==> src/include/flr_pkg.sv <==
// Package for the FIFO latency status register bank.
// Assumes a 32-bit AXI4-Lite slave port on a single 50 MHz clock.
package flr_pkg;
    // Register byte offsets
    localparam logic [7:0] FLR_OFF_TX_LAT = 8'h84;
    localparam logic [7:0] FLR_OFF_RX_LAT = 8'h88;
    localparam logic [7:0] FLR_OFF_VER = 8'h8C;
    localparam logic [7:0] FLR_OFF_INT_STAT = 8'h90;
    localparam logic [7:0] FLR_OFF_INT_MASK = 8'h94;
    // Field positions in the latency registers
    localparam int FLR_PCS_VLD_BIT = 31;
    localparam int FLR_PCS_LSB = 16;
    localparam int FLR_CORE_VLD_BIT = 15;
    localparam int FLR_CORE_LSB = 0;
    localparam int FLR_CNT_W = 9;
    // Latency unit divisor: latency = period * count / 128
    localparam int FLR_STEPS_PER_PERIOD = 128;
    // Version field: major in 7:4, minor in 3:0
    localparam logic [3:0] FLR_VER_MAJOR = 4'h6;
    localparam logic [3:0] FLR_VER_MINOR = 4'h1;
    localparam logic [8:0] FLR_CNT_RST = 9'h000;
    localparam logic [3:0] FLR_MASK_RST = 4'h0;
    // AXI responses
    localparam logic [1:0] FLR_RESP_OKAY = 2'h0;
    localparam logic [1:0] FLR_RESP_SLVERR = 2'h2;

    // One latency measurement: count plus update strobe
    typedef struct packed {
        logic upd;
        logic [8:0] cnt;
    } flr_meas_t;

    // Latency register contents
    typedef struct packed {
        logic pcs_vld;
        logic [8:0] pcs_cnt;
        logic core_vld;
        logic [8:0] core_cnt;
    } flr_lat_t;

    typedef enum logic [1:0] {
        FLR_W_IDLE = 2'b01,
        FLR_W_RESP = 2'b10
    } flr_wst_t;

    // Packs a latency register into a bus word, reserved bits zero
    function automatic logic [31:0] flr_pack(input flr_lat_t r);
        logic [31:0] w;
        w = 32'h0000_0000;
        w[FLR_PCS_VLD_BIT] = r.pcs_vld;
        w[FLR_PCS_LSB +: FLR_CNT_W] = r.pcs_cnt;
        w[FLR_CORE_VLD_BIT] = r.core_vld;
        w[FLR_CORE_LSB +: FLR_CNT_W] = r.core_cnt;
        return w;
    endfunction
endpackage

==> src/hdl/flr_regs.sv <==
// FIFO latency status register bank with AXI4-Lite slave.
// Assumes measurement results arrive already synchronised to CLK as one-cycle update strobes.
//
// The AXI4-Lite interface to the registers is this design's own decision.
`timescale 1ns/1ps
// Notes on behaviour
// (RULE1) TX PCS latency in bits 24:16, reset zero
// (RULE2) TX core latency in bits 8:0, reset zero
// (RULE3) RX PCS latency in bits 24:16, reset zero
// (RULE4) RX core latency in bits 8:0, reset zero
// (RULE5) Count is latency in 1/128 clock-period steps
// (RULE6) Bits 31/15 flag PCS/core update, reset zero
// (RULE7) Bank present only in one build variant
// (RULE8) Version: major 7:4, minor 3:0, rest reserved
// (RULE9) Version 6.1 encodes as 0110_0001
// (RULE10) Version is constant, untouched by reset
// (RULE11) Reserved bits read zero, writes ignored
module flr_regs
    import flr_pkg::*;
#(
    parameter bit BANK_PRESENT = 1'b1
) (
    input wire logic CLK,
    input wire logic RST,
    input wire flr_meas_t TX_PCS_MEAS,
    input wire flr_meas_t TX_CORE_MEAS,
    input wire flr_meas_t RX_PCS_MEAS,
    input wire flr_meas_t RX_CORE_MEAS,
    input wire logic [7:0] S_AXI_AWADDR,
    input wire logic S_AXI_AWVALID,
    output logic S_AXI_AWREADY,
    input wire logic [31:0] S_AXI_WDATA,
    input wire logic [3:0] S_AXI_WSTRB,
    input wire logic S_AXI_WVALID,
    output logic S_AXI_WREADY,
    output logic [1:0] S_AXI_BRESP,
    output logic S_AXI_BVALID,
    input wire logic S_AXI_BREADY,
    input wire logic [7:0] S_AXI_ARADDR,
    input wire logic S_AXI_ARVALID,
    output logic S_AXI_ARREADY,
    output logic [31:0] S_AXI_RDATA,
    output logic [1:0] S_AXI_RRESP,
    output logic S_AXI_RVALID,
    input wire logic S_AXI_RREADY,
    output logic IRQ
);
    flr_lat_t tx_fifo_latency;
    flr_lat_t rx_fifo_latency;
    logic [3:0] int_stat;
    logic [3:0] int_mask;
    logic [3:0] upd_vec;
    logic aw_got;
    logic w_got;
    logic [7:0] aw_addr;
    logic [31:0] w_data;
    logic [3:0] w_strb;
    flr_wst_t wst;
    logic [31:0] next_rdata;
    logic [1:0] next_rresp;
    logic [7:0] ver_word;
    logic stat_wr;

    // Version is a wired constant, so no reset reaches it
    assign ver_word = {FLR_VER_MAJOR, FLR_VER_MINOR}; // [RULE8] [RULE9] [RULE10]
    assign upd_vec = {RX_CORE_MEAS.upd, RX_PCS_MEAS.upd, TX_CORE_MEAS.upd, TX_PCS_MEAS.upd};

    // Counts are taken as given; each step is 1/FLR_STEPS_PER_PERIOD of a sample clock period [RULE5]
    // Transmit latency capture: count and fresh flag load together
    always_ff @(posedge CLK) begin
        if (RST) begin
            tx_fifo_latency <= '0; // [RULE1] [RULE2] [RULE6]
        end else begin
            if (TX_PCS_MEAS.upd) begin
                tx_fifo_latency.pcs_cnt <= TX_PCS_MEAS.cnt; // [RULE1]
                tx_fifo_latency.pcs_vld <= 1'b1; // [RULE6]
            end
            if (TX_CORE_MEAS.upd) begin
                tx_fifo_latency.core_cnt <= TX_CORE_MEAS.cnt; // [RULE2]
                tx_fifo_latency.core_vld <= 1'b1; // [RULE6]
            end
        end
    end

    // Receive latency capture
    always_ff @(posedge CLK) begin
        if (RST) begin
            rx_fifo_latency <= '0; // [RULE3] [RULE4] [RULE6]
        end else begin
            if (RX_PCS_MEAS.upd) begin
                rx_fifo_latency.pcs_cnt <= RX_PCS_MEAS.cnt; // [RULE3]
                rx_fifo_latency.pcs_vld <= 1'b1; // [RULE6]
            end
            if (RX_CORE_MEAS.upd) begin
                rx_fifo_latency.core_cnt <= RX_CORE_MEAS.cnt; // [RULE4]
                rx_fifo_latency.core_vld <= 1'b1; // [RULE6]
            end
        end
    end

    // Write channel: address and data accepted in either order, one write at a time
    always_ff @(posedge CLK) begin
        if (RST) begin
            aw_got <= 1'b0;
            w_got <= 1'b0;
            aw_addr <= 8'h00;
            w_data <= 32'h0000_0000;
            w_strb <= 4'h0;
            wst <= FLR_W_IDLE;
            S_AXI_AWREADY <= 1'b0;
            S_AXI_WREADY <= 1'b0;
            S_AXI_BVALID <= 1'b0;
            S_AXI_BRESP <= FLR_RESP_OKAY;
        end else begin
            S_AXI_AWREADY <= 1'b0;
            S_AXI_WREADY <= 1'b0;
            case (wst)
                FLR_W_IDLE: begin
                    if (S_AXI_AWVALID && !aw_got && !S_AXI_AWREADY) begin
                        S_AXI_AWREADY <= 1'b1;
                    end
                    if (S_AXI_WVALID && !w_got && !S_AXI_WREADY) begin
                        S_AXI_WREADY <= 1'b1;
                    end
                    if (S_AXI_AWVALID && S_AXI_AWREADY) begin
                        aw_got <= 1'b1;
                        aw_addr <= S_AXI_AWADDR;
                    end
                    if (S_AXI_WVALID && S_AXI_WREADY) begin
                        w_got <= 1'b1;
                        w_data <= S_AXI_WDATA;
                        w_strb <= S_AXI_WSTRB;
                    end
                    if (aw_got && w_got) begin
                        S_AXI_BVALID <= 1'b1;
                        // Writable only: interrupt status and mask; all else ignored [RULE11]
                        if (BANK_PRESENT && (aw_addr == FLR_OFF_TX_LAT || aw_addr == FLR_OFF_RX_LAT
                                || aw_addr == FLR_OFF_VER || aw_addr == FLR_OFF_INT_STAT
                                || aw_addr == FLR_OFF_INT_MASK)) begin
                            S_AXI_BRESP <= FLR_RESP_OKAY;
                        end else begin
                            S_AXI_BRESP <= FLR_RESP_SLVERR; // [RULE7]
                        end
                        wst <= FLR_W_RESP;
                    end
                end
                FLR_W_RESP: begin
                    if (S_AXI_BREADY) begin
                        S_AXI_BVALID <= 1'b0;
                        aw_got <= 1'b0;
                        w_got <= 1'b0;
                        wst <= FLR_W_IDLE;
                    end
                end
                default: begin
                    wst <= FLR_W_IDLE;
                end
            endcase
        end
    end

    // Write commit happens in the cycle the response is raised
    assign stat_wr = (wst == FLR_W_IDLE) && aw_got && w_got && w_strb[0] && BANK_PRESENT;

    // Sticky update events; a new update beats a simultaneous clear
    always_ff @(posedge CLK) begin
        if (RST) begin
            int_stat <= 4'h0;
        end else if (stat_wr && aw_addr == FLR_OFF_INT_STAT) begin
            int_stat <= (int_stat & ~w_data[3:0]) | upd_vec;
        end else begin
            int_stat <= int_stat | upd_vec;
        end
    end

    // Mask register, same bit layout as status
    always_ff @(posedge CLK) begin
        if (RST) begin
            int_mask <= FLR_MASK_RST;
        end else if (stat_wr && aw_addr == FLR_OFF_INT_MASK) begin
            int_mask <= w_data[3:0];
        end
    end

    // Registered interrupt level, one cycle behind the status
    always_ff @(posedge CLK) begin
        if (RST) begin
            IRQ <= 1'b0;
        end else begin
            IRQ <= |(int_stat & int_mask);
        end
    end

    // Read decode; unmapped or absent bank answers SLVERR with zero data
    always_comb begin
        next_rdata = 32'h0000_0000;
        next_rresp = FLR_RESP_OKAY;
        if (!BANK_PRESENT) begin
            next_rresp = FLR_RESP_SLVERR; // [RULE7]
        end else begin
            case (S_AXI_ARADDR)
                FLR_OFF_TX_LAT: next_rdata = flr_pack(tx_fifo_latency); // [RULE11]
                FLR_OFF_RX_LAT: next_rdata = flr_pack(rx_fifo_latency); // [RULE11]
                FLR_OFF_VER: next_rdata = {24'h00_0000, ver_word}; // [RULE8] [RULE11]
                FLR_OFF_INT_STAT: next_rdata = {28'h000_0000, int_stat};
                FLR_OFF_INT_MASK: next_rdata = {28'h000_0000, int_mask};
                default: next_rresp = FLR_RESP_SLVERR;
            endcase
        end
    end

    // Read channel: address taken one cycle after arvalid, data the cycle after
    always_ff @(posedge CLK) begin
        if (RST) begin
            S_AXI_ARREADY <= 1'b0;
            S_AXI_RVALID <= 1'b0;
            S_AXI_RDATA <= 32'h0000_0000;
            S_AXI_RRESP <= FLR_RESP_OKAY;
        end else begin
            S_AXI_ARREADY <= 1'b0;
            if (S_AXI_ARVALID && S_AXI_ARREADY) begin
                S_AXI_RVALID <= 1'b1;
                S_AXI_RDATA <= next_rdata;
                S_AXI_RRESP <= next_rresp;
            end else if (S_AXI_RVALID && S_AXI_RREADY) begin
                S_AXI_RVALID <= 1'b0;
            end else if (S_AXI_ARVALID && !S_AXI_RVALID && !S_AXI_ARREADY) begin
                S_AXI_ARREADY <= 1'b1;
            end
        end
    end

    // Each strobe loads its count and raises its fresh flag on the next edge
    AST_TXPCS_LOAD: assert property (@(posedge CLK) disable iff (RST) // [RULE1]
        TX_PCS_MEAS.upd |=> tx_fifo_latency.pcs_cnt == $past(TX_PCS_MEAS.cnt) && tx_fifo_latency.pcs_vld)
        else $error("tx pcs count not captured");
    AST_TXCORE_LOAD: assert property (@(posedge CLK) disable iff (RST) // [RULE2]
        TX_CORE_MEAS.upd |=> tx_fifo_latency.core_cnt == $past(TX_CORE_MEAS.cnt))
        else $error("tx core count not captured");
    AST_RXPCS_LOAD: assert property (@(posedge CLK) disable iff (RST) // [RULE3]
        RX_PCS_MEAS.upd |=> rx_fifo_latency.pcs_cnt == $past(RX_PCS_MEAS.cnt))
        else $error("rx pcs count not captured");
    AST_RXCORE_LOAD: assert property (@(posedge CLK) disable iff (RST) // [RULE4]
        RX_CORE_MEAS.upd |=> rx_fifo_latency.core_cnt == $past(RX_CORE_MEAS.cnt))
        else $error("rx core count not captured");
    AST_TXCORE_VLD: assert property (@(posedge CLK) disable iff (RST) // [RULE6]
        TX_CORE_MEAS.upd |=> tx_fifo_latency.core_vld)
        else $error("tx core flag not set");
    AST_RXPCS_VLD: assert property (@(posedge CLK) disable iff (RST) // [RULE6]
        RX_PCS_MEAS.upd |=> rx_fifo_latency.pcs_vld)
        else $error("rx pcs flag not set");
    AST_RXCORE_VLD: assert property (@(posedge CLK) disable iff (RST) // [RULE6]
        RX_CORE_MEAS.upd |=> rx_fifo_latency.core_vld)
        else $error("rx core flag not set");
    AST_VLD_STICKY: assert property (@(posedge CLK) disable iff (RST) // [RULE6]
        rx_fifo_latency.core_vld |=> rx_fifo_latency.core_vld)
        else $error("rx core flag dropped");
    AST_TXPCS_STICKY: assert property (@(posedge CLK) disable iff (RST) // [RULE6]
        tx_fifo_latency.pcs_vld |=> tx_fifo_latency.pcs_vld)
        else $error("tx pcs flag dropped");

    // A count moves only on its own strobe and is stored unscaled
    AST_HOLD: assert property (@(posedge CLK) disable iff (RST) // [RULE1]
        !TX_PCS_MEAS.upd |=> $stable(tx_fifo_latency.pcs_cnt))
        else $error("tx pcs count changed without update");
    AST_TXCORE_HOLD: assert property (@(posedge CLK) disable iff (RST) // [RULE2]
        !TX_CORE_MEAS.upd |=> $stable(tx_fifo_latency.core_cnt))
        else $error("tx core count changed without update");
    AST_RXPCS_HOLD: assert property (@(posedge CLK) disable iff (RST) // [RULE3]
        !RX_PCS_MEAS.upd |=> $stable(rx_fifo_latency.pcs_cnt))
        else $error("rx pcs count changed without update");
    AST_RXCORE_HOLD: assert property (@(posedge CLK) disable iff (RST) // [RULE4]
        !RX_CORE_MEAS.upd |=> $stable(rx_fifo_latency.core_cnt))
        else $error("rx core count changed without update");

    // A bus write aimed at a latency word must leave it alone
    AST_WR_IGNORED: assert property (@(posedge CLK) disable iff (RST) // [RULE11]
        wst == FLR_W_IDLE && aw_got && w_got && (aw_addr == FLR_OFF_TX_LAT || aw_addr == FLR_OFF_RX_LAT)
        && upd_vec == 4'h0 |=> $stable(tx_fifo_latency) && $stable(rx_fifo_latency))
        else $error("write changed a read-only register");

    // Reset clears both latency words on its first edge; no disable, reset is the trigger
    AST_RST_CLEAR: assert property (@(posedge CLK) // [RULE1] [RULE2] [RULE3] [RULE4] [RULE6]
        RST |=> tx_fifo_latency == '0 && rx_fifo_latency == '0)
        else $error("latency word not cleared by reset");

    // Read data mirrors the stored words at their documented bit positions
    AST_TX_READ: assert property (@(posedge CLK) disable iff (RST) // [RULE1] [RULE2]
        S_AXI_ARVALID && S_AXI_ARREADY && S_AXI_ARADDR == FLR_OFF_TX_LAT && BANK_PRESENT
        |=> S_AXI_RDATA[24:16] == $past(tx_fifo_latency.pcs_cnt)
        && S_AXI_RDATA[8:0] == $past(tx_fifo_latency.core_cnt))
        else $error("tx latency read wrong");
    AST_RX_READ: assert property (@(posedge CLK) disable iff (RST) // [RULE3] [RULE4] [RULE6]
        S_AXI_ARVALID && S_AXI_ARREADY && S_AXI_ARADDR == FLR_OFF_RX_LAT && BANK_PRESENT
        |=> S_AXI_RDATA[24:16] == $past(rx_fifo_latency.pcs_cnt)
        && S_AXI_RDATA[8:0] == $past(rx_fifo_latency.core_cnt)
        && S_AXI_RDATA[31] == $past(rx_fifo_latency.pcs_vld) && S_AXI_RDATA[15] == $past(rx_fifo_latency.core_vld))
        else $error("rx latency read wrong");
    AST_VER_READ: assert property (@(posedge CLK) disable iff (RST) // [RULE9]
        S_AXI_ARVALID && S_AXI_ARREADY && S_AXI_ARADDR == FLR_OFF_VER && BANK_PRESENT
        |=> S_AXI_RDATA == 32'h0000_0061)
        else $error("version read wrong");
    AST_VER_FIELDS: assert property (@(posedge CLK) disable iff (RST) // [RULE8]
        S_AXI_ARVALID && S_AXI_ARREADY && S_AXI_ARADDR == FLR_OFF_VER && BANK_PRESENT
        |=> S_AXI_RDATA[7:4] == 4'h6 && S_AXI_RDATA[3:0] == 4'h1 && S_AXI_RDATA[31:8] == 24'h00_0000)
        else $error("version fields misplaced");
    AST_VER_CONST: assert property (@(posedge CLK) ver_word == 8'h61) // [RULE10]
        else $error("version changed");
    AST_RSVD: assert property (@(posedge CLK) disable iff (RST) // [RULE8] [RULE11]
        S_AXI_RVALID && S_AXI_RRESP == FLR_RESP_OKAY |-> S_AXI_RDATA[30:25] == 6'h00 && S_AXI_RDATA[14:9] == 6'h00)
        else $error("reserved bits nonzero");
    AST_UNMAPPED: assert property (@(posedge CLK) disable iff (RST) // [RULE11]
        S_AXI_ARVALID && S_AXI_ARREADY && S_AXI_ARADDR != FLR_OFF_TX_LAT && S_AXI_ARADDR != FLR_OFF_RX_LAT
        && S_AXI_ARADDR != FLR_OFF_VER && S_AXI_ARADDR != FLR_OFF_INT_STAT && S_AXI_ARADDR != FLR_OFF_INT_MASK
        |=> S_AXI_RRESP == FLR_RESP_SLVERR && S_AXI_RDATA == 32'h0000_0000)
        else $error("unmapped read answered okay");
    AST_ABSENT: assert property (@(posedge CLK) disable iff (RST) // [RULE7]
        S_AXI_RVALID && !BANK_PRESENT |-> S_AXI_RRESP == FLR_RESP_SLVERR)
        else $error("absent bank answered okay");

    // Status bits are sticky, a new event beats a same-cycle clear, the line follows a cycle later
    AST_STAT_SET: assert property (@(posedge CLK) disable iff (RST)
        upd_vec != 4'h0 |=> (int_stat & $past(upd_vec)) == $past(upd_vec))
        else $error("update event lost from status");
    AST_MASK_WR: assert property (@(posedge CLK) disable iff (RST)
        stat_wr && aw_addr == FLR_OFF_INT_MASK |=> int_mask == $past(w_data[3:0]))
        else $error("mask write lost");
    AST_IRQ_LEVEL: assert property (@(posedge CLK) disable iff (RST)
        IRQ == (($past(int_stat) & $past(int_mask)) != 4'h0))
        else $error("interrupt line does not follow status and mask");

    // Handshake timing and refusal while an answer is pending
    AST_RD_LAT: assert property (@(posedge CLK) disable iff (RST)
        S_AXI_ARVALID && S_AXI_ARREADY |=> S_AXI_RVALID)
        else $error("read response late");
    AST_WR_LAT: assert property (@(posedge CLK) disable iff (RST)
        wst == FLR_W_IDLE && aw_got && w_got |=> S_AXI_BVALID)
        else $error("write response late");
    AST_AR_REFUSED: assert property (@(posedge CLK) disable iff (RST)
        S_AXI_RVALID |-> !S_AXI_ARREADY)
        else $error("read address taken while data pending");
    AST_W_REFUSED: assert property (@(posedge CLK) disable iff (RST)
        S_AXI_BVALID |-> !S_AXI_AWREADY && !S_AXI_WREADY)
        else $error("write taken while response pending");

    // Main scenarios reached
    COV_READ: cover property (@(posedge CLK) S_AXI_RVALID && S_AXI_RREADY);
    COV_WRITE: cover property (@(posedge CLK) S_AXI_BVALID && S_AXI_BREADY);
    COV_IRQ: cover property (@(posedge CLK) IRQ);
    COV_ALL_UPD: cover property (@(posedge CLK) upd_vec == 4'hF);
    COV_SLVERR: cover property (@(posedge CLK) S_AXI_RVALID && S_AXI_RRESP == FLR_RESP_SLVERR);
endmodule

==> config.mk <==
export PLATFORM = sky130hd
export DESIGN_NAME = flr_regs
export DESIGN_NICKNAME = d
export VERILOG_FILES = /design/src/include/flr_pkg.sv /design/src/hdl/flr_regs.sv
export SDC_FILE = /design/constraint.sdc
export NUM_CORES = 1
export LEC_CHECK = 0
export ABC_CLOCK_PERIOD_IN_PS = 3300
export BUFFER_PORTS_ARGS = -buffer_cell sky130_fd_sc_hd__buf_4
export CAP_MARGIN = 0
export CELL_PAD_IN_SITES_DETAIL_PLACEMENT = 0
export CELL_PAD_IN_SITES_GLOBAL_PLACEMENT = 1
export CORE_UTILIZATION = 39
export CTS_CLUSTER_DIAMETER = 80
export DETAILED_ROUTE_END_ITERATION = 12
export PLACE_DENSITY = 0.92
export SETUP_SLACK_MARGIN = 0.5
export SYNTH_ARGS = -nofsm -noshare
export SYNTH_HDL_FRONTEND = slang
export SYNTH_SLANG_ARGS = --single-unit
==> constraint.sdc <==
create_clock -name CLK -period 3.3 [get_ports CLK]
set_input_delay 0.66 -clock CLK [delete_from_list [all_inputs] [get_ports CLK]]
set_output_delay 0.66 -clock CLK [all_outputs]
set_load 0.005 [all_outputs]
# After elaboration in Yosys (flattened, before gate mapping)
# Cells that the tools add are included.
dict set report totals {
  elab_cells 105
  reg_bits 107
  out_inout_bits 42
  in_bits 99
}
dict set report op_classes {
  n_mux 19
  n_bitwise 6
  eq_ne 16
  n_reduce_logical 39
}
# operator count
set op_table {}
lappend op_table {{32-bit one-hot mux with 5 select lines} 1}
lappend op_table {{8-bit == test (second input constant)} 10}
lappend op_table {{1-bit logical AND} 16}
lappend op_table {{1-bit two-way mux} 9}
lappend op_table {{3-bit AND reduction} 3}
lappend op_table {{4-bit AND} 2}
lappend op_table {{2-bit two-way mux} 4}
lappend op_table {{2-bit != test (second input constant)} 4}
lappend op_table {{4-bit bitwise OR} 2}
lappend op_table {{2-bit AND reduction} 4}
lappend op_table {{1-bit logical NOT} 6}
lappend op_table {{1-bit one-hot mux with 2 select lines} 3}
lappend op_table {{5-bit OR reduction} 1}
lappend op_table {{1-bit logical OR} 4}
lappend op_table {{4-bit two-way mux} 1}
lappend op_table {{4-bit NOT} 1}
lappend op_table {{2-bit one-hot mux with 2 select lines} 1}
lappend op_table {{2-bit nonzero test} 2}
lappend op_table {{4-bit OR reduction} 1}
lappend op_table {{3-bit OR reduction} 1}
lappend op_table {{2-bit by 1-bit == test with 1-bit output (second input constant)} 1}
lappend op_table {{2-bit == test (second input constant)} 1}
lappend op_table {{2-bit OR reduction} 1}
lappend op_table {{1-bit NOT} 1}

# Logic depth before layout (Yosys ltp)
# Gate-level depths: netlist of the first run.
dict set report depth {
  depth_word 6
  ltp_mapped 6
  depth_no_buf 4
}

# Least setup slack after synthesis of the first run
# Ideal clock, no wire load.
dict set report synth_timing {
  kind {input to register}
  start {input S_AXI_ARADDR[1]}
  end {register S_AXI_RDATA[16]}
  n_path_buf 2
  setup_time_ns 0.085
  arrival_time_ns 1.875
  path_stages 6
  slack_ns 1.340
  cell_sequence {nor4_4 -> nand3b_2 -> or3_1 -> buf_6 -> buf_12 -> o31ai_2}
}
dict set report synth_between {
  elab_chain_len 2
  elab_cells_between_ends 6
}
# element line_no
set synth_rtl {}
lappend synth_rtl {{start: declaration} flr_regs.sv:39} ;# input wire logic [7:0] S_AXI_ARADDR,
lappend synth_rtl {{8-bit == test} flr_regs.sv:201} ;# case (S_AXI_ARADDR)
lappend synth_rtl {{32-bit one-hot mux with 5 select lines *} flr_regs.sv:201}
lappend synth_rtl {{end signal: assignment} flr_regs.sv:223} ;# S_AXI_RDATA <= next_rdata;
lappend synth_rtl {{end: declaration} flr_regs.sv:42} ;# output logic [31:0] S_AXI_RDATA,
# Every way passes the cells marked *; elsewhere a longest branch is shown, timed or not.
# A chain may end at the register's enable or synchronous reset.

# Final worst setup path of the first run
dict set report layout_timing {
  start {input S_AXI_ARADDR[1]}
  end {register S_AXI_RDATA[5]}
}
# Same word-level chain as after synthesis.

==> results_dict.tcl, run 1 <==
set metrics [dict create \
    fin_worst_skew_ns 0.01124 \
    worst_slack_ns 1.185 \
    grt_pass1_vias 2841 \
    crit_type "in2reg" \
    cts_made_buffers 9 \
    cts_max_level 3 \
    fmax_ghz 0.4729 \
    worstSetupStartpointType "input pin" \
    cp_slowest_stage_delay_ns 0.70 \
    drv_cap 0 \
    dr.pass1.iters 4 \
    clk_pin_slew_ns 0.09 \
    crit_required_ns 3.55 \
    synth_area_um2 3819 \
    core_um2 9371 \
    cts_resized 0 \
    syn_inst 394 \
    grtUsageMet3_pct 4.369 \
    die_x_um 101.0 \
    worst_pin_slew_ns 0.8317 \
    final_common_cell "buf_4" \
    die_area_um2 10190 \
    cts_tree "built" \
    hold_viol_final 0 \
    setup.worst_path.start "S_AXI_ARADDR[1]" \
    cp_slowest_cell "or3_1" \
    clockPowerShare_pct 32.5 \
    yosysSeqAreaShare_pct 48.75 \
    p_comb_share_pct 10.5 \
    internal_power_uw 1554 \
    dp_hpwl_um 6156 \
    reg2reg_from "wst[0]" \
    fill_cells 900 \
    cts-root-buf "clkbuf_8" \
    yosysWarnings 0 \
    drtIter0Drc 121 \
    p_sw_share_pct 25.68 \
    worstPathArrival_ns 2.37 \
    wirelength_um 8660 \
    p_per_area_nw_per_um2 441.7 \
    via_per_inst 4.954 \
    grt_pass1_wl_um 13780 \
    synthTopCellsByArea "dfxtp_1, mux2i_1, nor2_1" \
    clock_sink_count 93 \
    syn_area_per_cell_um2 9.692 \
    slew_viol_final 0 \
    path_cells "buf_4 > nor4_4 > nand3b_2 > or3_1 > o41ai_2" \
    ant_nets 0 \
    track_usage_pct 17.36 \
    postCtsHoldBufs 0 \
    grt_use_met2_pct 28.24 \
    ir_worst_vdd_uv 234.7 \
    worst-path-max-fanout 16 \
    num_io_pins 141 \
    routedWlPerCell_um 14.10 \
    die_h_um 101.0 \
    drcViolationCount 0 \
    met1_usage_pct 22.90 \
    num_rows 35 \
    layout-drive-gt1-share_pct 27.01 \
    vias 3042 \
    initial_utilization_pct 40.75 \
    end_kind "register" \
    slew-limit-headroom_pct 44.55 \
    post-cts-setup-buffers 0 \
    multi_input_area_um2 1764 \
    grt_antenna_before_repair 0 \
    seq_power_share_pct 57.0 \
    globalRouteOverflowTotal 0 \
    status "finished, final reports clean" \
    portBuffers 95 \
    synth.distinct_cells 37 \
    clk_latency_ns 0.35 \
    nets 579 \
    place_ws_ns 0.7927 \
    area_growth_syn_to_layout_pct 23.95 \
    n_antenna_cell 0 \
    p_leak_uw 0.002070 \
    rsz0062_at_grt "false" \
    grt_max_degree 90 \
    grt_busiest_layer "met2" \
    period_minus_slack_ns 2.115 \
    min_from "aw_addr[6]" \
    final_cell_mix "buf_4, dfxtp_1, nor2_1" \
    switching_power_uw 536.8 \
    worstHoldPathType "reg2reg" \
    synth-seq-cells 93 \
    yosys.area.top_type "dfxtp_1" \
    place_congestion 0.7573 \
    regArea_um2 1862 \
    clock_path_buffers 2 \
    min_period_over_period_pct 64.08 \
    setup_viol 0 \
    fin_util_pct 50.51 \
    setup_tns_ns 0 \
    synth_top_area_share_pct 48.75 \
]
==> worst max-delay path, delay by kind of cell <==
family                 cells  cell delay (ns)
and+or+nand+nor            3             1.17
buffers and inverters      1             0.12
AOI/OAI and AO/OA          1             0.41
==> layout make-up <==
cell class              instances  area share, %
flip-flops and latches         93          39.33
multi-input cells             270          37.27
clock inverters                 7          1.031
repair buffers                100          15.86
clock buffers                   9          2.617
well taps                     129          3.410
inverters                       6         0.4758
==> cell families (layout without fill, tap and decap cells) <==
kind of cell | count (synthesis) | in the layout | share of synthesized area, %
AOI/OAI and AO/OA | 72 | 72 | 14.55
other | 1 | 14 | 0.09820
DFF | 93 | 93 | 48.76
and+or+nand+nor | 135 | 135 | 17.43
buffers and inverters | 44 | 122 | 6.324
muxes | 49 | 49 | 12.84
==> state kept, by name, indices dropped and copies added, names as in the netlist <==
signal / flops
IRQ: 1
S_AXI_ARREADY: 1
S_AXI_AWREADY: 1
S_AXI_BRESP: 1
S_AXI_BVALID: 1
S_AXI_RDATA: 20
S_AXI_RRESP: 1
S_AXI_RVALID: 1
S_AXI_WREADY: 1
aw_addr: 8
aw_got: 1
int_mask: 4
int_stat: 4
rx_fifo_latency: 20
tx_fifo_latency: 20
w_data: 4
w_got: 1
w_strb: 1
wst: 2
==> power groups by stage <==
stage               clock (uW)  sequential, uW  combinational, uW
global route               762            1200                243
CTS                        702            1190                222
detailed placement           0            1220                222
floorplan                    0            1210                135
finish                     679            1190                220
global placement             0            1220                217
==> metal layers <==
layer  part of all wire [%]  vias to the layer above
met2                     47                       82
met4                   0.99                        0
met3                    5.2                        5
met1                     47                     1415
met5                      0                        -
li1                       -                     1540
==> cell usage after synthesis <==
cell type and instances:
nor4b_1 3, nor2b_1 5, inv_1 6, nand3_1 4, and3_1 1, buf_4 14, o31ai_2 10, nor3_1 4
nor4_4 1, a311oi_1 5, nor4_1 1, o21ai_0 7, mux2i_1 49, nand2_1 23, a21o_1 1, nand2b_1 3
buf_6 1, buf_1 5, a2111oi_0 1, a211o_2 1, buf_12 1, conb_1 1, and4b_1 2, nand3b_2 1
o31ai_1 5, a221oi_1 3, nor2_1 67, a22oi_1 16, or3_1 2, o21bai_1 1, o41ai_2 2, nand4_1 1
a31oi_1 1, clkbuf_1 17, a21oi_1 19, dfxtp_1 93, nand3b_1 17
==> metrics by stage <==
stage          cells  hold WS (ns)  area (um2)  power, uW
5_1_grt          614        0.4804        4733       2202
2_1_floorplan    407        0.4348        3867       1345
3_3_place_gp     598        0.4398        4561       1433
4_1_cts          614        0.4662        4733       2115
6_report         614        0.4615        4733       2091
3_5_place_dp     598        0.4510        4561       1439
==> worst paths after layout <==
| check | end | slack (ns) | cells past startpoint |
|---|---|---|---|
| max | S_AXI_RDATA[5] | 1.19 | 5 |
| min | aw_addr[6] | 0.46 | 2 |
| max reg2reg | int_stat[0] | 1.55 | 4 |
| min reg2reg | aw_addr[6] | 0.46 | 2 |
(Power assumes the default switching activity.)
==> run 2: changes to the inputs <==
- ABC_CLOCK_PERIOD_IN_PS: 3300 -> 2000
- CORE_UTILIZATION: 39 -> 36
- PLACE_DENSITY: 0.92 -> 0.87
- clock period: 3.3 -> 2 ns (I/O delays scaled with it)
==> run 2 against run 1 <==
Non-clock buffer count rose by 4. Highest routed layer unchanged. Sequential power rose by 66%. Core utilization decreased by 2.7 points.
==> results_dict.tcl, run 2 (same netlist as run 1, synthesis figures left out) <==
set metrics [dict create \
    layout-drive-gt1-share_pct 29.45 \
    dr.pass1.iters 4 \
    worstSetupStartpointType "input pin" \
    routedWlPerCell_um 14.72 \
    setup.worst_path.start "S_AXI_ARADDR[1]" \
    portBuffers 95 \
    crit_type "in2reg" \
    drtIter0Drc 131 \
    fmax_ghz 0.6777 \
    num_io_pins 141 \
    core_um2 10320 \
    nets 583 \
    grt_max_degree 51 \
    p_comb_share_pct 9.6 \
    slew_viol_final 0 \
    worst-path-max-fanout 14 \
    end_kind "register" \
    p_per_area_nw_per_um2 788.7 \
    fin_util_pct 47.81 \
    via_per_inst 4.938 \
    die_h_um 105.0 \
    p_sw_share_pct 23.25 \
    drv_cap 0 \
    internal_power_uw 2988 \
    min_period_over_period_pct 73.78 \
    n_antenna_cell 0 \
    fin_worst_skew_ns 0.01015 \
    grt_pass1_vias 2983 \
    setup_tns_ns 0 \
    layout.cells.non_filler 625 \
    cts_tree "built" \
    cp_slowest_stage_delay_ns 0.42 \
    cp_slowest_cell "or3_4" \
    final_cell_mix "buf_4, dfxtp_1, nor2_1" \
    place_congestion 0.7508 \
    path_cells "buf_4 > nor4_4 > nand3b_2 > or3_4 > buf_12 > o31ai_1" \
    num_rows 37 \
    seq_power_share_pct 50.6 \
    ant_nets 0 \
    worstHoldPathType "in2reg" \
    dp.cells 608 \
    track_usage_pct 17.13 \
    cts-root-buf "clkbuf_8" \
    grt_pass1_wl_um 14790 \
    clk_pin_slew_ns 0.09 \
    wirelength_um 9201 \
    crit_required_ns 2.27 \
    ir_worst_vdd_uv 340.0 \
    die_area_um2 11020 \
    dp_hpwl_um 6545 \
    rsz0062_at_grt "true" \
    status "finished, final reports clean" \
    setup_viol 0 \
    switching_power_uw 904.9 \
    cts_made_buffers 9 \
    clockPowerShare_pct 39.8 \
    vias 3086 \
    grt_antenna_before_repair 0 \
    initial_utilization_pct 36.99 \
    largestRegisters "S_AXI_RDATA (20), rx_fifo_latency (20), tx_fifo_latency (20)" \
    final_common_cell "buf_4" \
    globalRouteOverflowTotal 0 \
    area_growth_syn_to_layout_pct 29.26 \
    cts_max_level 3 \
    reg2reg_from "wst[0]" \
    drcViolationCount 0 \
    period_minus_slack_ns 1.476 \
    p_leak_uw 0.002173 \
    worst_pin_slew_ns 0.5059 \
    clk_latency_ns 0.36 \
    clock_sink_count 93 \
    slew-limit-headroom_pct 66.27 \
    min_from "S_AXI_ARADDR[7]" \
    die_x_um 105.0 \
    worstPathArrival_ns 1.75 \
    r2r_slack_ns 0.61 \
    hold_viol_final 0 \
    clock_path_buffers 2 \
]
[run 2: final cells by class]
class                           count  area, um2
Fill cell                         998       5388
Sequential cell                    93       1862
Multi-Input combinational cell    270       1818
Timing Repair Buffer              104      809.5
Tap cell                          136      170.2
Clock buffer                       10      137.6
Clock inverter                      6      116.4
Inverter                            6      22.52
[run 2: power by group through the flow]
stage	Clock (uW)	Combinational, uW	Sequential [uW]
6_report	1550	375	1970
5_1_grt	1660	414	1980
4_1_cts	1590	375	1970
3_5_place_dp	0	373	2010
3_3_place_gp	0	364	2010
2_1_floorplan	0	223	2000
[run 2: final timing paths]
path	cells after the start	to
max	6	S_AXI_RDATA[8]
min	2	S_AXI_RRESP[1]
max reg2reg	4	S_AXI_BRESP[1]
min reg2reg	2	S_AXI_RDATA[3]
[run 2: critical path: cells and delay by family]
family	cells	cell delay [ns]
and+or+nand+nor	3	0.82
buffers and inverters	2	0.29
AOI/OAI and AO/OA	1	0.21
[run 2: metrics by stage]
stage	area (um2)	total power [uW]	hold slack, ns	setup slack (ns)
2_1_floorplan	3867	2220	0.4348	0.2999
3_3_place_gp	4617	2371	0.4401	0.09926
3_5_place_dp	4617	2383	0.4502	0.08483
4_1_cts	4896	3934	0.2371	0.5135
5_1_grt	4936	4048	0.2476	0.4708
6_report	4936	3893	0.2577	0.5244
[run 2: timing repair]
item / 4_1_cts / 5_1_grt
resized for setup: 6 / 7
endpoints found under the hold margin: 0 / 0
buffers inserted: 0 / 1
pin swaps: 0 / 1
setup endpoints to repair: 29 / 22
hold buffers: 0 / 0
[run 2: per-layer routing]
metal | global-route usage, % | routed length, um | vias up
met4 | 6.841 | 142 | 0
li1 | - | - | 1537
met2 | 28.29 | 4413 | 81
met5 | 0 | 0 | -
met1 | 21.39 | 4194 | 1457
met3 | 4.180 | 450 | 11
==> run 3: changes to the inputs <==
- ABC_CLOCK_PERIOD_IN_PS: 2000 -> 1450
- clock period: 2 -> 1.45 ns (I/O delays scaled with it)
==> run 3 against run 2 <==
Non-clock buffer count rose by 31. Critical endpoint is now S_AXI_RDATA[5]. Clock power rose by 26%. Register-to-register slack got worse by 0.44 ns. Critical path depth did not move. Worst setup slack got worse by 0.46 ns. Sequential share of layout area fell by 4.0 points. Global-route usage rose by 0.98 points. Via count rose by 5.2%. Clock skew rose by 0.0015 ns.
==> results_dict.tcl, run 3 (same netlist as run 1, synthesis figures left out) <==
set metrics [dict create \
    fin_worst_skew_ns 0.01168 \
    initial_utilization_pct 36.99 \
    end_kind "register" \
    holdWs_ns 0.1585 \
    track_usage_pct 18.10 \
    setup_viol 0 \
    num_rows 37 \
    grt_pass1_wl_um 15700 \
    worstSetupStartpointType "input pin" \
    cts-root-buf "clkbuf_8" \
    fill_cells 888 \
    area_growth_syn_to_layout_pct 48.13 \
    worstHoldPathType "in2reg" \
    die_x_um 105.0 \
    fmax_ghz 0.7201 \
    fin_util_pct 54.79 \
    ir_worst_vdd_uv 502.4 \
    routedWlPerCell_um 15.24 \
    largestRegisters "S_AXI_RDATA (20), rx_fifo_latency (20), tx_fifo_latency (20)" \
    clk_pin_slew_ns 0.10 \
    crit_type "in2reg" \
    grt_antenna_before_repair 0 \
    p_per_area_nw_per_um2 938.4 \
    hold_viol_final 0 \
    grt_pass1_vias 3197 \
    setup_tns_ns 0 \
    wirelength_um 10010 \
    drtIter0Drc 117 \
    cts_made_buffers 9 \
    drv_cap 0 \
    postCtsHoldBufs 0 \
    grt_max_degree 52 \
    whs_path_depth 3 \
    slew_viol_final 0 \
    die_area_um2 11020 \
    period_minus_slack_ns 1.389 \
    p_leak_uw 0.002465 \
    layout-drive-gt1-share_pct 44.53 \
    final_cell_mix "buf_4, nor2_1, dfxtp_1" \
    via_per_inst 4.941 \
    globalRouteOverflowTotal 0 \
    die_h_um 105.0 \
    nets 615 \
    rsz0062_at_grt "true" \
    num_io_pins 141 \
    min_period_over_period_pct 95.77 \
    n_antenna_cell 0 \
    dr.pass1.iters 4 \
    ant_nets 0 \
    dp.cells 617 \
    total_power_uw 5308 \
    final_common_cell "buf_4" \
    clock_sink_count 93 \
    clk_latency_ns 0.35 \
    place_congestion 0.8093 \
    worstPathArrival_ns 1.64 \
    core_um2 10320 \
    clock_path_buffers 2 \
    layout.cells.non_filler 657 \
    drcViolationCount 0 \
    cts_tree "built" \
    portBuffers 95 \
    vias 3246 \
    status "finished, final reports clean" \
    worst-path-max-fanout 8 \
    ff2ff_path_depth 4 \
    dp_hpwl_um 6620 \
    r2r_slack_ns 0.17 \
    cts_max_level 3 \
    crit_required_ns 1.70 \
]
## run 3: cell types whose count changed in the layout (fill, tap and decap cells not counted), sizes merged
cell | before | now
clkbuf | 10 | 13
buf | 104 | 134
inv | 8 | 6
clkinv | 1 | 2
bufinv | 3 | 2
nand3 | 4 | 5
## run 3: stage by stage
| stage | setup WS [ns] | instance area (um2) |
|---|---|---|
| floorplan | -0.1401 | 3973 |
| global placement | -0.3433 | 4760 |
| detailed placement | -0.3927 | 4760 |
| CTS | 0.06186 | 5438 |
| global route | 0.02860 | 5657 |
| finish | 0.06138 | 5657 |
## run 3: worst paths after layout
kind,start,to
max reg2reg,aw_addr[6],int_stat[3]
min,S_AXI_WDATA[0],w_data[0]
min reg2reg,S_AXI_RDATA[2],S_AXI_RDATA[2]
max,S_AXI_ARADDR[1],S_AXI_RDATA[5]
## run 3: layout make-up
cell class | instances | area (um2) | share of cell area [%]
Sequential cell | 93 | 1907 | 33.71
Tap cell | 136 | 170.2 | 3.008
Clock inverter | 4 | 70.07 | 1.239
Timing Repair Buffer | 135 | 1229 | 21.72
Inverter | 6 | 22.52 | 0.3981
Clock buffer | 12 | 155.1 | 2.743
Multi-Input combinational cell | 271 | 2103 | 37.18
## run 3: power by group
group | switching [uW] | leakage (uW) | internal [uW]
sequential | 64.6 | 0.000776 | 2650
combinational | 306 | 0.00157 | 328
clock | 899 | 0.000116 | 1060
## run 3: per-layer routing
metal	track usage (%)	vias up	part of all wire [%]
met5	0	-	0
met4	7.344	0	1.3
met3	2.807	11	3.6
met2	30.46	88	50
met1	23.10	1536	45
li1	-	1611	-
## run 3: worst max-delay path, stage by stage
cell      delay (ns)
buf_6           0.10
nor4_4          0.34
nand3b_4        0.11
or3_4           0.43
buf_12          0.17
o41ai_4         0.19
## run 3: what timing repair did
item / CTS / global route
setup buffers: 16 / 5
pin swaps: 33 / 13
resized for setup: 90 / 28
endpoints found under the setup margin: 77 / 78
gates cloned: 1 / 2
hold endpoints to repair: 0 / 0
